### src/hdl/slot_clock_pkg.sv
// constants and types for the slot id capability and secondary clock control
package slot_clock_pkg;

    // register byte offsets in configuration space
    localparam logic [7:0] SLOT_CAP_OFFSET     = 8'ha0;
    localparam logic [7:0] CLOCK_CTRL_OFFSET   = 8'ha4;

    // slot identification dword fields
    localparam logic [7:0] SLOT_CAP_ID_VALUE   = 8'h04;
    localparam logic [7:0] SLOT_CAP_NEXT_VALUE = 8'hb0;
    localparam int         CAP_ID_LSB          = 0;
    localparam int         CAP_NEXT_LSB        = 8;
    localparam int         SLOT_NUM_LSB        = 16;
    localparam int         SLOT_NUM_W          = 5;
    localparam int         FIRST_CHASSIS_BIT   = 21;
    localparam int         CHASSIS_LSB         = 24;
    localparam int         CHASSIS_W           = 8;
    localparam logic [4:0] SLOT_NUM_RESET      = 5'h00;
    localparam logic [7:0] CHASSIS_RESET       = 8'h00;

    // clock control dword fields
    localparam int         SLOT_FIELD_W        = 2;
    localparam int         SLOT_FIELD_LSB      = 0;
    localparam int         DEV_FIELD_LSB       = 8;
    localparam int         STOP_STATUS_BIT     = 13;
    localparam int         CLKRUN_EN_BIT       = 14;
    localparam int         CLKRUN_MODE_BIT     = 15;
    localparam logic [1:0] SLOT_CODE_STOP      = 2'h3;
    localparam logic [1:0] SLOT_CODE_RESET     = 2'h0;
    localparam logic       DEV_BIT_RESET       = 1'h0;

    // apb answer values
    localparam logic [31:0] READ_ZERO          = 32'h0000_0000;

    // software controlled clock gating state
    typedef struct packed {
        logic [7:0] slot_codes;   // four 2-bit slot fields
        logic [4:0] dev_stops;    // device 1..4 and bridge feedback
        logic       clkrun_en;
        logic       clkrun_mode;
    } clock_ctrl_t;

    // slot identification state
    typedef struct packed {
        logic [4:0] slot_num;
        logic       first_chassis;
        logic [7:0] chassis;
    } slot_id_t;

endpackage

### src/hdl/secondary_clock_slot_id_regs.sv
// slot id capability and secondary clock gating registers behind apb
//
// Decided for this implementation: the APB register port.
`timescale 1ns/1ps

// Operation
// The slot capability identifier reads as 04h in bits 7:0 of the dword at A0h.
// The slot capability is off after reset and only turned on by eeprom-loaded configuration.
// Bits 15:8 of the dword at A0h read as B0h, linking to the express capability.
// Bits 20:16 hold a writable slot number and bit 21 a first-in-chassis flag, both reset to zero, with bits 23:22 reading zero.
// Bits 31:24 of the dword at A0h hold a writable chassis number that resets to zero.
// Each slot clock has a 2-bit field where codes 00, 01 and 10 run it and 11 stops it low, reset 00.
// Bits 8 to 12 each stop one device or bridge feedback clock low when set, running it when clear, reset 0.
// The output enable fields act only in forward bridge mode.
// Read-only bit 13 shows 1 while the secondary clock is stopped and 0 while it runs, reset 0.
// Writable bit 14 enables the clock-run protocol when set and resets to disabled.
// With mode bit 15 clear, the secondary clock stops only while the bridge is in D3hot.
// With mode bit 15 set, the secondary clock stops whenever the secondary bus is idle and no primary request waits.
// Clock stopping applies only while the protocol enable is set, and the clock restarts as soon as the stop condition ends.
// Writes to read-only and reserved bits are ignored and reserved bits read as zero.
module secondary_clock_slot_id_regs #(
    parameter int NUM_SLOT_CLOCKS = 4,
    parameter int NUM_DEV_CLOCKS  = 5
) (
    input  wire logic                       core_clk,
    input  wire logic                       rst_b,
    // apb slave
    input  wire logic                       psel,
    input  wire logic                       penable,
    input  wire logic                       pwrite,
    input  wire logic [7:0]                 paddr,
    input  wire logic [31:0]                pwdata,
    input  wire logic [3:0]                 pstrb,
    output logic                            pready,
    output logic [31:0]                     prdata,
    output logic                            pslverr,
    // eeprom configuration load
    input  wire logic                       eeprom_load_valid,
    input  wire logic                       eeprom_slot_id_enable,
    // bridge status
    input  wire logic                       forward_mode,
    input  wire logic                       d3hot_state,
    input  wire logic                       secondary_bus_idle,
    input  wire logic                       primary_request_pending,
    // clock gate enables and slot capability active flag
    output logic [NUM_SLOT_CLOCKS-1:0]      slot_clock_output_run,
    output logic [NUM_DEV_CLOCKS-1:0]       device_clock_output_run,
    output logic                            secondary_clock_output_run,
    output logic                            slot_id_active
);

    // the register layout has room for exactly these counts
    initial begin
        if (NUM_SLOT_CLOCKS != 4 || NUM_DEV_CLOCKS != 5) begin
            $error("clock counts must be 4 slots and 5 devices");
        end
    end

    slot_clock_pkg::clock_ctrl_t ctrl;
    slot_clock_pkg::slot_id_t    slot_id;
    logic                        clock_stopped;
    logic                        next_stop;
    logic                        setup_phase;
    logic                        access_done;
    logic                        hit_slot_cap;
    logic                        hit_clock_ctrl;
    logic                        wr_slot_cap;
    logic                        wr_clock_ctrl;
    logic [31:0]                 next_rdata;
    logic [31:0]                 slot_word;
    logic [31:0]                 ctrl_word;
    logic [31:0]                 merged_slot;
    logic [31:0]                 merged_ctrl;
    logic                        forward_meta;
    logic                        forward_sync;

    // a slot code runs its clock unless it is the stop code
    function automatic logic slot_code_runs(input logic [1:0] code);
        return code != slot_clock_pkg::SLOT_CODE_STOP;
    endfunction

    // byte lane merge for a partial write
    function automatic logic [31:0] merge_bytes(input logic [31:0] old_word,
                                                input logic [31:0] new_word,
                                                input logic [3:0]  strb);
        logic [31:0] res;
        res = old_word;
        for (int i = 0; i < 4; i++) begin
            if (strb[i]) begin
                res[i*8 +: 8] = new_word[i*8 +: 8];
            end
        end
        return res;
    endfunction

    // address decode and transfer phases
    assign setup_phase    = psel && !penable;
    assign access_done    = psel && penable && pready;
    assign hit_slot_cap   = paddr == slot_clock_pkg::SLOT_CAP_OFFSET;
    assign hit_clock_ctrl = paddr == slot_clock_pkg::CLOCK_CTRL_OFFSET;
    // writes dropped while inactive
    assign wr_slot_cap    = access_done && pwrite && hit_slot_cap && slot_id_active;
    assign wr_clock_ctrl  = access_done && pwrite && hit_clock_ctrl;

    // read word assembly
    always_comb begin
        next_rdata = slot_clock_pkg::READ_ZERO;
        if (hit_slot_cap && slot_id_active) begin
            // fixed slot_cap_identifier
            next_rdata[slot_clock_pkg::CAP_ID_LSB +: 8]   = slot_clock_pkg::SLOT_CAP_ID_VALUE;
            // fixed next link
            next_rdata[slot_clock_pkg::CAP_NEXT_LSB +: 8] = slot_clock_pkg::SLOT_CAP_NEXT_VALUE;
            // slot number and flag
            next_rdata[slot_clock_pkg::SLOT_NUM_LSB +: slot_clock_pkg::SLOT_NUM_W] =
                slot_id.slot_num;
            next_rdata[slot_clock_pkg::FIRST_CHASSIS_BIT] = slot_id.first_chassis;
            // chassis number
            next_rdata[slot_clock_pkg::CHASSIS_LSB +: slot_clock_pkg::CHASSIS_W] =
                slot_id.chassis;
        end else if (hit_clock_ctrl) begin
            next_rdata[slot_clock_pkg::SLOT_FIELD_LSB +: 8] = ctrl.slot_codes;
            next_rdata[slot_clock_pkg::DEV_FIELD_LSB +: 5]  = ctrl.dev_stops;
            // stop status readback
            next_rdata[slot_clock_pkg::STOP_STATUS_BIT]     = clock_stopped;
            next_rdata[slot_clock_pkg::CLKRUN_EN_BIT]       = ctrl.clkrun_en;
            next_rdata[slot_clock_pkg::CLKRUN_MODE_BIT]     = ctrl.clkrun_mode;
        end
    end

    // apb answer, one wait-free access phase
    always_ff @(posedge core_clk) begin
        if (!rst_b) begin
            pready  <= 1'b0;
            prdata  <= slot_clock_pkg::READ_ZERO;
            pslverr <= 1'b0;
        end else begin
            pready <= setup_phase;
            if (setup_phase) begin
                prdata  <= pwrite ? slot_clock_pkg::READ_ZERO : next_rdata;
                pslverr <= !(hit_slot_cap || hit_clock_ctrl);
            end
        end
    end

    // capability switched on by eeprom load only
    always_ff @(posedge core_clk) begin
        if (!rst_b) begin
            // inactive after reset
            slot_id_active <= 1'b0;
        end else if (eeprom_load_valid) begin
            // eeprom turns it on
            slot_id_active <= eeprom_slot_id_enable;
        end
    end

    // current slot dword, writable fields only, as the base of a byte merge
    always_comb begin
        slot_word = slot_clock_pkg::READ_ZERO;
        slot_word[slot_clock_pkg::SLOT_NUM_LSB +: slot_clock_pkg::SLOT_NUM_W] =
            slot_id.slot_num;
        slot_word[slot_clock_pkg::FIRST_CHASSIS_BIT] = slot_id.first_chassis;
        slot_word[slot_clock_pkg::CHASSIS_LSB +: slot_clock_pkg::CHASSIS_W] =
            slot_id.chassis;
    end

    // current control dword, writable fields only
    // status bit 13 is left out so a merge never feeds it back
    always_comb begin
        ctrl_word = slot_clock_pkg::READ_ZERO;
        ctrl_word[slot_clock_pkg::SLOT_FIELD_LSB +: NUM_SLOT_CLOCKS * slot_clock_pkg::SLOT_FIELD_W] =
            ctrl.slot_codes;
        ctrl_word[slot_clock_pkg::DEV_FIELD_LSB +: NUM_DEV_CLOCKS] =
            ctrl.dev_stops;
        ctrl_word[slot_clock_pkg::CLKRUN_EN_BIT]   = ctrl.clkrun_en;
        ctrl_word[slot_clock_pkg::CLKRUN_MODE_BIT] = ctrl.clkrun_mode;
    end

    // byte lane merges for both writable dwords
    assign merged_slot = merge_bytes(slot_word, pwdata, pstrb);
    assign merged_ctrl = merge_bytes(ctrl_word, pwdata, pstrb);

    // slot identification writable fields
    always_ff @(posedge core_clk) begin
        if (!rst_b) begin
            slot_id.slot_num      <= slot_clock_pkg::SLOT_NUM_RESET;
            slot_id.first_chassis <= 1'b0;
            slot_id.chassis       <= slot_clock_pkg::CHASSIS_RESET;
        end else if (wr_slot_cap) begin
            // slot number and flag written
            slot_id.slot_num      <=
                merged_slot[slot_clock_pkg::SLOT_NUM_LSB +: slot_clock_pkg::SLOT_NUM_W];
            slot_id.first_chassis <= merged_slot[slot_clock_pkg::FIRST_CHASSIS_BIT];
            // chassis written
            slot_id.chassis       <=
                merged_slot[slot_clock_pkg::CHASSIS_LSB +: slot_clock_pkg::CHASSIS_W];
            // bits 23:22 have no storage
        end
    end

    // software clock control fields
    always_ff @(posedge core_clk) begin
        if (!rst_b) begin
            // slot codes reset to run
            ctrl.slot_codes  <= {NUM_SLOT_CLOCKS{slot_clock_pkg::SLOT_CODE_RESET}};
            // device bits reset to run
            ctrl.dev_stops   <= {NUM_DEV_CLOCKS{slot_clock_pkg::DEV_BIT_RESET}};
            // protocol off after reset
            ctrl.clkrun_en   <= 1'b0;
            ctrl.clkrun_mode <= 1'b0;
        end else if (wr_clock_ctrl) begin
            // slot codes written
            ctrl.slot_codes  <= merged_ctrl[slot_clock_pkg::SLOT_FIELD_LSB +:
                                            NUM_SLOT_CLOCKS * slot_clock_pkg::SLOT_FIELD_W];
            // device stop bits written
            ctrl.dev_stops   <= merged_ctrl[slot_clock_pkg::DEV_FIELD_LSB +: NUM_DEV_CLOCKS];
            // protocol enable written
            ctrl.clkrun_en   <= merged_ctrl[slot_clock_pkg::CLKRUN_EN_BIT];
            ctrl.clkrun_mode <= merged_ctrl[slot_clock_pkg::CLKRUN_MODE_BIT];
            // status bit and upper half are not stored
        end
    end

    // bridge direction strap, two flops before use
    // only the second flop is read, the first may be metastable
    always_ff @(posedge core_clk) begin
        if (!rst_b) begin
            forward_meta <= 1'b0;
            forward_sync <= 1'b0;
        end else begin
            forward_meta <= forward_mode;
            forward_sync <= forward_meta;
        end
    end

    // clock-run stop condition
    always_comb begin
        next_stop = 1'b0;
        // nothing stops while the protocol is off
        if (ctrl.clkrun_en) begin
            if (ctrl.clkrun_mode) begin
                // idle bus and nothing pending upstream
                next_stop = secondary_bus_idle && !primary_request_pending;
            end else begin
                // stop only in d3hot
                next_stop = d3hot_state;
            end
        end
    end

    // stop status and secondary clock gate, restart as soon as the condition ends
    always_ff @(posedge core_clk) begin
        if (!rst_b) begin
            // status clear after reset
            clock_stopped              <= 1'b0;
            secondary_clock_output_run <= 1'b1;
        end else begin
            // follows the condition every cycle
            clock_stopped              <= next_stop;
            secondary_clock_output_run <= !next_stop;
        end
    end

    // slot clock gates
    always_ff @(posedge core_clk) begin
        if (!rst_b) begin
            slot_clock_output_run <= {NUM_SLOT_CLOCKS{1'b1}};
        end else begin
            for (int s = 0; s < NUM_SLOT_CLOCKS; s++) begin
                // stop code acts in forward mode only
                slot_clock_output_run[s] <= !forward_sync ||
                    slot_code_runs(ctrl.slot_codes[s * slot_clock_pkg::SLOT_FIELD_W +:
                                                   slot_clock_pkg::SLOT_FIELD_W]);
            end
        end
    end

    // device and bridge feedback clock gates
    always_ff @(posedge core_clk) begin
        if (!rst_b) begin
            device_clock_output_run <= {NUM_DEV_CLOCKS{1'b1}};
        end else begin
            for (int d = 0; d < NUM_DEV_CLOCKS; d++) begin
                // set bit stops it in forward mode only
                device_clock_output_run[d] <= !forward_sync || !ctrl.dev_stops[d];
            end
        end
    end

endmodule // secondary_clock_slot_id_regs

### config.mk
export PLATFORM = sky130hd
export DESIGN_NAME = secondary_clock_slot_id_regs
export DESIGN_NICKNAME = d
export VERILOG_FILES = /design/src/hdl/slot_clock_pkg.sv /design/src/hdl/secondary_clock_slot_id_regs.sv
export SDC_FILE = /design/constraint.sdc
export NUM_CORES = 1
export LEC_CHECK = 0
export ABC_CLOCK_PERIOD_IN_PS = 3000
export BUFFER_PORTS_ARGS = -buffer_cell sky130_fd_sc_hd__buf_2
export CAP_MARGIN = 10
export CELL_PAD_IN_SITES_DETAIL_PLACEMENT = 0
export CELL_PAD_IN_SITES_GLOBAL_PLACEMENT = 1
export CORE_ASPECT_RATIO = 0.9
export CORE_MARGIN = 5
export CORE_UTILIZATION = 39
export CTS_CLUSTER_DIAMETER = 150
export CTS_CLUSTER_SIZE = 10
export DETAILED_ROUTE_END_ITERATION = 6
export HOLD_SLACK_MARGIN = 0.15
export MAX_ROUTING_LAYER = met4
export PLACE_DENSITY = 0.94
export SLEW_MARGIN = 40
export SYNTH_ARGS = -nofsm -noshare
export SYNTH_HDL_FRONTEND = slang
export SYNTH_SLANG_ARGS = --single-unit
### constraint.sdc
create_clock -name core_clk -period 3 [get_ports core_clk]
set_input_delay 0.6 -clock core_clk [delete_from_list [all_inputs] [get_ports core_clk]]
set_output_delay 0.6 -clock core_clk [all_outputs]
set_load 0.01 [all_outputs]
==> summary.md <==
| Metric | Value |
|---|---|
| Final setup violation count | 0 |
| Die area | 0.008733 mm^2 |
| Drt first pass iters | 4 |
| Gp weighted congestion | 0.7255 |
| Worst Tran Pin Value | 0.6643 ns |
| Drt drc | 0 |
| Total CTS buffers | 9 |
| CP bufs+invs | 1 |
| GRT Resource Usage Total | 15.06% |
| CTS Hold Bufs | 0 |
| Clk slew on worst S/H paths | 0.09 ns |
| Clk sinks | 75 |
| Die X | 97.95 um |
| Antenna diode count | 0 |
| Iteration-0 DRC Markers | 69 |
| Critical Path Fanout Max | 8 |
| CP arrival | 2.25 ns |
| Final HPWL DP | 4507 um |
| Ports | 100 |
| Syn Inst Count | 259 |
| FP Rows | 28 |
| Netlist cell types | 25 |
| FILL cells | 625 |
| Die Y | 89.16 um |
| Post-layout util | 51.80% |
| H-tree depth | 3 |
| Crit start category | input port |
| Power consumption | 1.823 mW |
| Post-synth ARST share | 0% |
| CTS resizes | 0 |
| Power Density | 526.0 mW/mm^2 |
| Grt ovf | 0 |
| Most used DFF post-synth | dfxtp_1 |
| Pin count of the biggest net entering global routing | 37 |
| Crit path largest cell delay | 0.70 ns |
| #FFs+latches synth | 75 |
| Area grow syn2layout | 27.65% |
| Leading area contributor after synthesis | dfxtp_1 |
| Worst path slowest cell | nor4_4 |
| Layout Nets | 409 |
| # Max-Cap Violations | 0 |
| Worst setup EP type | flip-flop |
| Initial antenna violation count | 0 |
| Pleak | 1.503 nW |
| Largest cells by area after synthesis | dfxtp_1 (55%), mux2i_1 (11%), nand2_1 (9.1%), a22o_1 (8.1%), nor4_4 (3.1%) |
| Antenna viol nets, final | 0 |
| Post-Syn Area | 0.002715 mm^2 |
| Max Slew Vio Count | 0 |
| Worst Hold Class | flip-flop to flip-flop |
| CP top delay family | simple AND/OR/NAND/NOR gates |
| Slew headroom | 55.38% |
| Crit share post-route | 65.70% |
| Worst hold margin | 0.4039 ns |
| Critical path class | input port to flip-flop |
| Vias/cell | 4.702 |
| CTS tree | done |
| PortBufs | 94 |
| Worst path required time | 3.28 ns |
| Synth top area share | 55.30% |
| Max VDD drop | 332.3 uV |
| CP Cell Sequence | buf_2 > or3_1 > nor4_4 > mux2i_1 |
| Register area share after synthesis | 55.30% |
| Worst-Skew Late Latency | 0.35 ns |
| Max Root-Sink Buffers | 2 |
| Sequential cell area | 0.001501 mm^2 |
| Vias in the first global route | 2,067 |
| Post-synth EDFFs | 0 |
| Setup TNS | 0 ns |
| Multi-input logic area | 0.001129 mm^2 |
| First-pass GRT wire length | 9936 um |
| Unrepaired setup endpoints after global routing | false |
| Synth Area per Inst | 10.48 um^2 |
| Via count | 2,111 |
| DR WL/cell | 13.54 um |
| Status | finished clean |
| Post-CTS setup buffers | 0 |
| Starting Density | 40.58% |
| Synth warn | 0 |
| Layout cells sized above 1 | 34.82% |
| WL final | 6078 um |
| Final min period | 1.971 ns |
| Clock skew | 0.01081 ns |
| Core ar. | 0.006691 mm^2 |
| CTS root buf | clkbuf_8 |
| Max Clk Rate | 507.4 MHz |
| Hold Violations, Final | 0 |
-- final timing paths --
kind / from / cells past startpoint / to / slack (ns)
min reg2reg: ctrl[11]$_SDFFE_PN0P_ / 1 / slot_clock_output_run[2]$_SDFF_PN1_ / 0.40
max reg2reg: pready$_SDFF_PN0_ / 3 / ctrl[0]$_SDFFE_PN0P_ / 1.40
max: paddr[1] / 4 / ctrl[0]$_SDFFE_PN0P_ / 1.03
min: ctrl[11]$_SDFFE_PN0P_ / 1 / slot_clock_output_run[2]$_SDFF_PN1_ / 0.40
-- where the power goes --
group,switching [mW],internal [mW]
clock network,0.408,0.321
registers,0.00220,0.998
logic,0.0537,0.0396
-- cells by family (layout without fill, tap and decap cells) --
family / count (synthesis) / in the layout / share of synthesized area, %
multiplexers: 30 / 30 / 11.06
buffers and inverters: 21 / 120 / 3.594
other: 1 / 2 / 0.1381
AND/OR/NAND/NOR: 96 / 96 / 19.03
flip-flops: 75 / 75 / 55.30
AO/OA/AOI/OAI: 36 / 36 / 10.88
-- metal layers --
layer  up-vias  GRT usage (%)  wire, um
met5         -              -         0
met4         0          6.164       121
met3        10          5.772       482
met2        71          24.17      2842
met1       948          17.10      2632
li1       1082              -         -
-- through the flow --
| stage | cell area [um^2] | setup WS, ns | instances |
|---|---|---|---|
| after global routing | 3466 | 0.9237 | 449 |
| after global placement | 3277 | 0.7000 | 433 |
| after CTS | 3466 | 1.017 | 449 |
| after floorplan | 2719 | 1.021 | 260 |
| final | 3466 | 1.029 | 449 |
| after detailed placement | 3277 | 0.6310 | 433 |
-- worst reg2reg max path, stage by stage, from the launching register on --
cell and delay (ns):
dfxtp_1 0.35, nand4_2 0.28, nor4_4 0.66, mux2i_1 0.25
-- layout make-up --
class                   instances  share of cell area [%]
flip-flops and latches         75                   43.32
multi-input cells             164                   32.56
repair buffers                101                   15.09
clock buffers                   9                   3.574
well taps                      90                   3.249
clock inverters                 7                   1.877
inverters                       3                  0.3249
-- synth_stat cells (2+ instances only) --
cell type / instances
nor2b_1: 3
a21oi_1: 4
nand3b_1: 3
buf_2: 3
nand2_1: 66
o2bb2ai_1: 5
inv_1: 3
nor2_1: 4
clkbuf_1: 12
nand3_1: 5
and2_1: 4
a22o_1: 25
or3_1: 2
dfxtp_1: 75
mux2i_1: 30
nor4_4: 4
nand4bb_1: 2
buf_4: 2
-- cell usage in the layout (no fill, tap or decap), drive strengths merged, types with 5 or more instances in the layout --
cell | synthesis | routed
clkbuf | 12 | 9
nand2 | 66 | 66
a22o | 25 | 25
dfxtp | 75 | 75
o2bb2ai | 5 | 5
nor4 | 5 | 5
nand3 | 5 | 5
inv | 3 | 8
mux2i | 30 | 30
buf | 6 | 101
-- state kept, by name (all words and copies together), names as in the netlist --
name                        count
prdata                         30
ctrl                           15
slot_id                        14
device_clock_output_run         5
slot_clock_output_run           4
clock_stopped                   1
forward_meta                    1
forward_sync                    1
pready                          1
pslverr                         1
secondary_clock_output_run      1
slot_id_active                  1
Power figures use the tool's default switching activity.
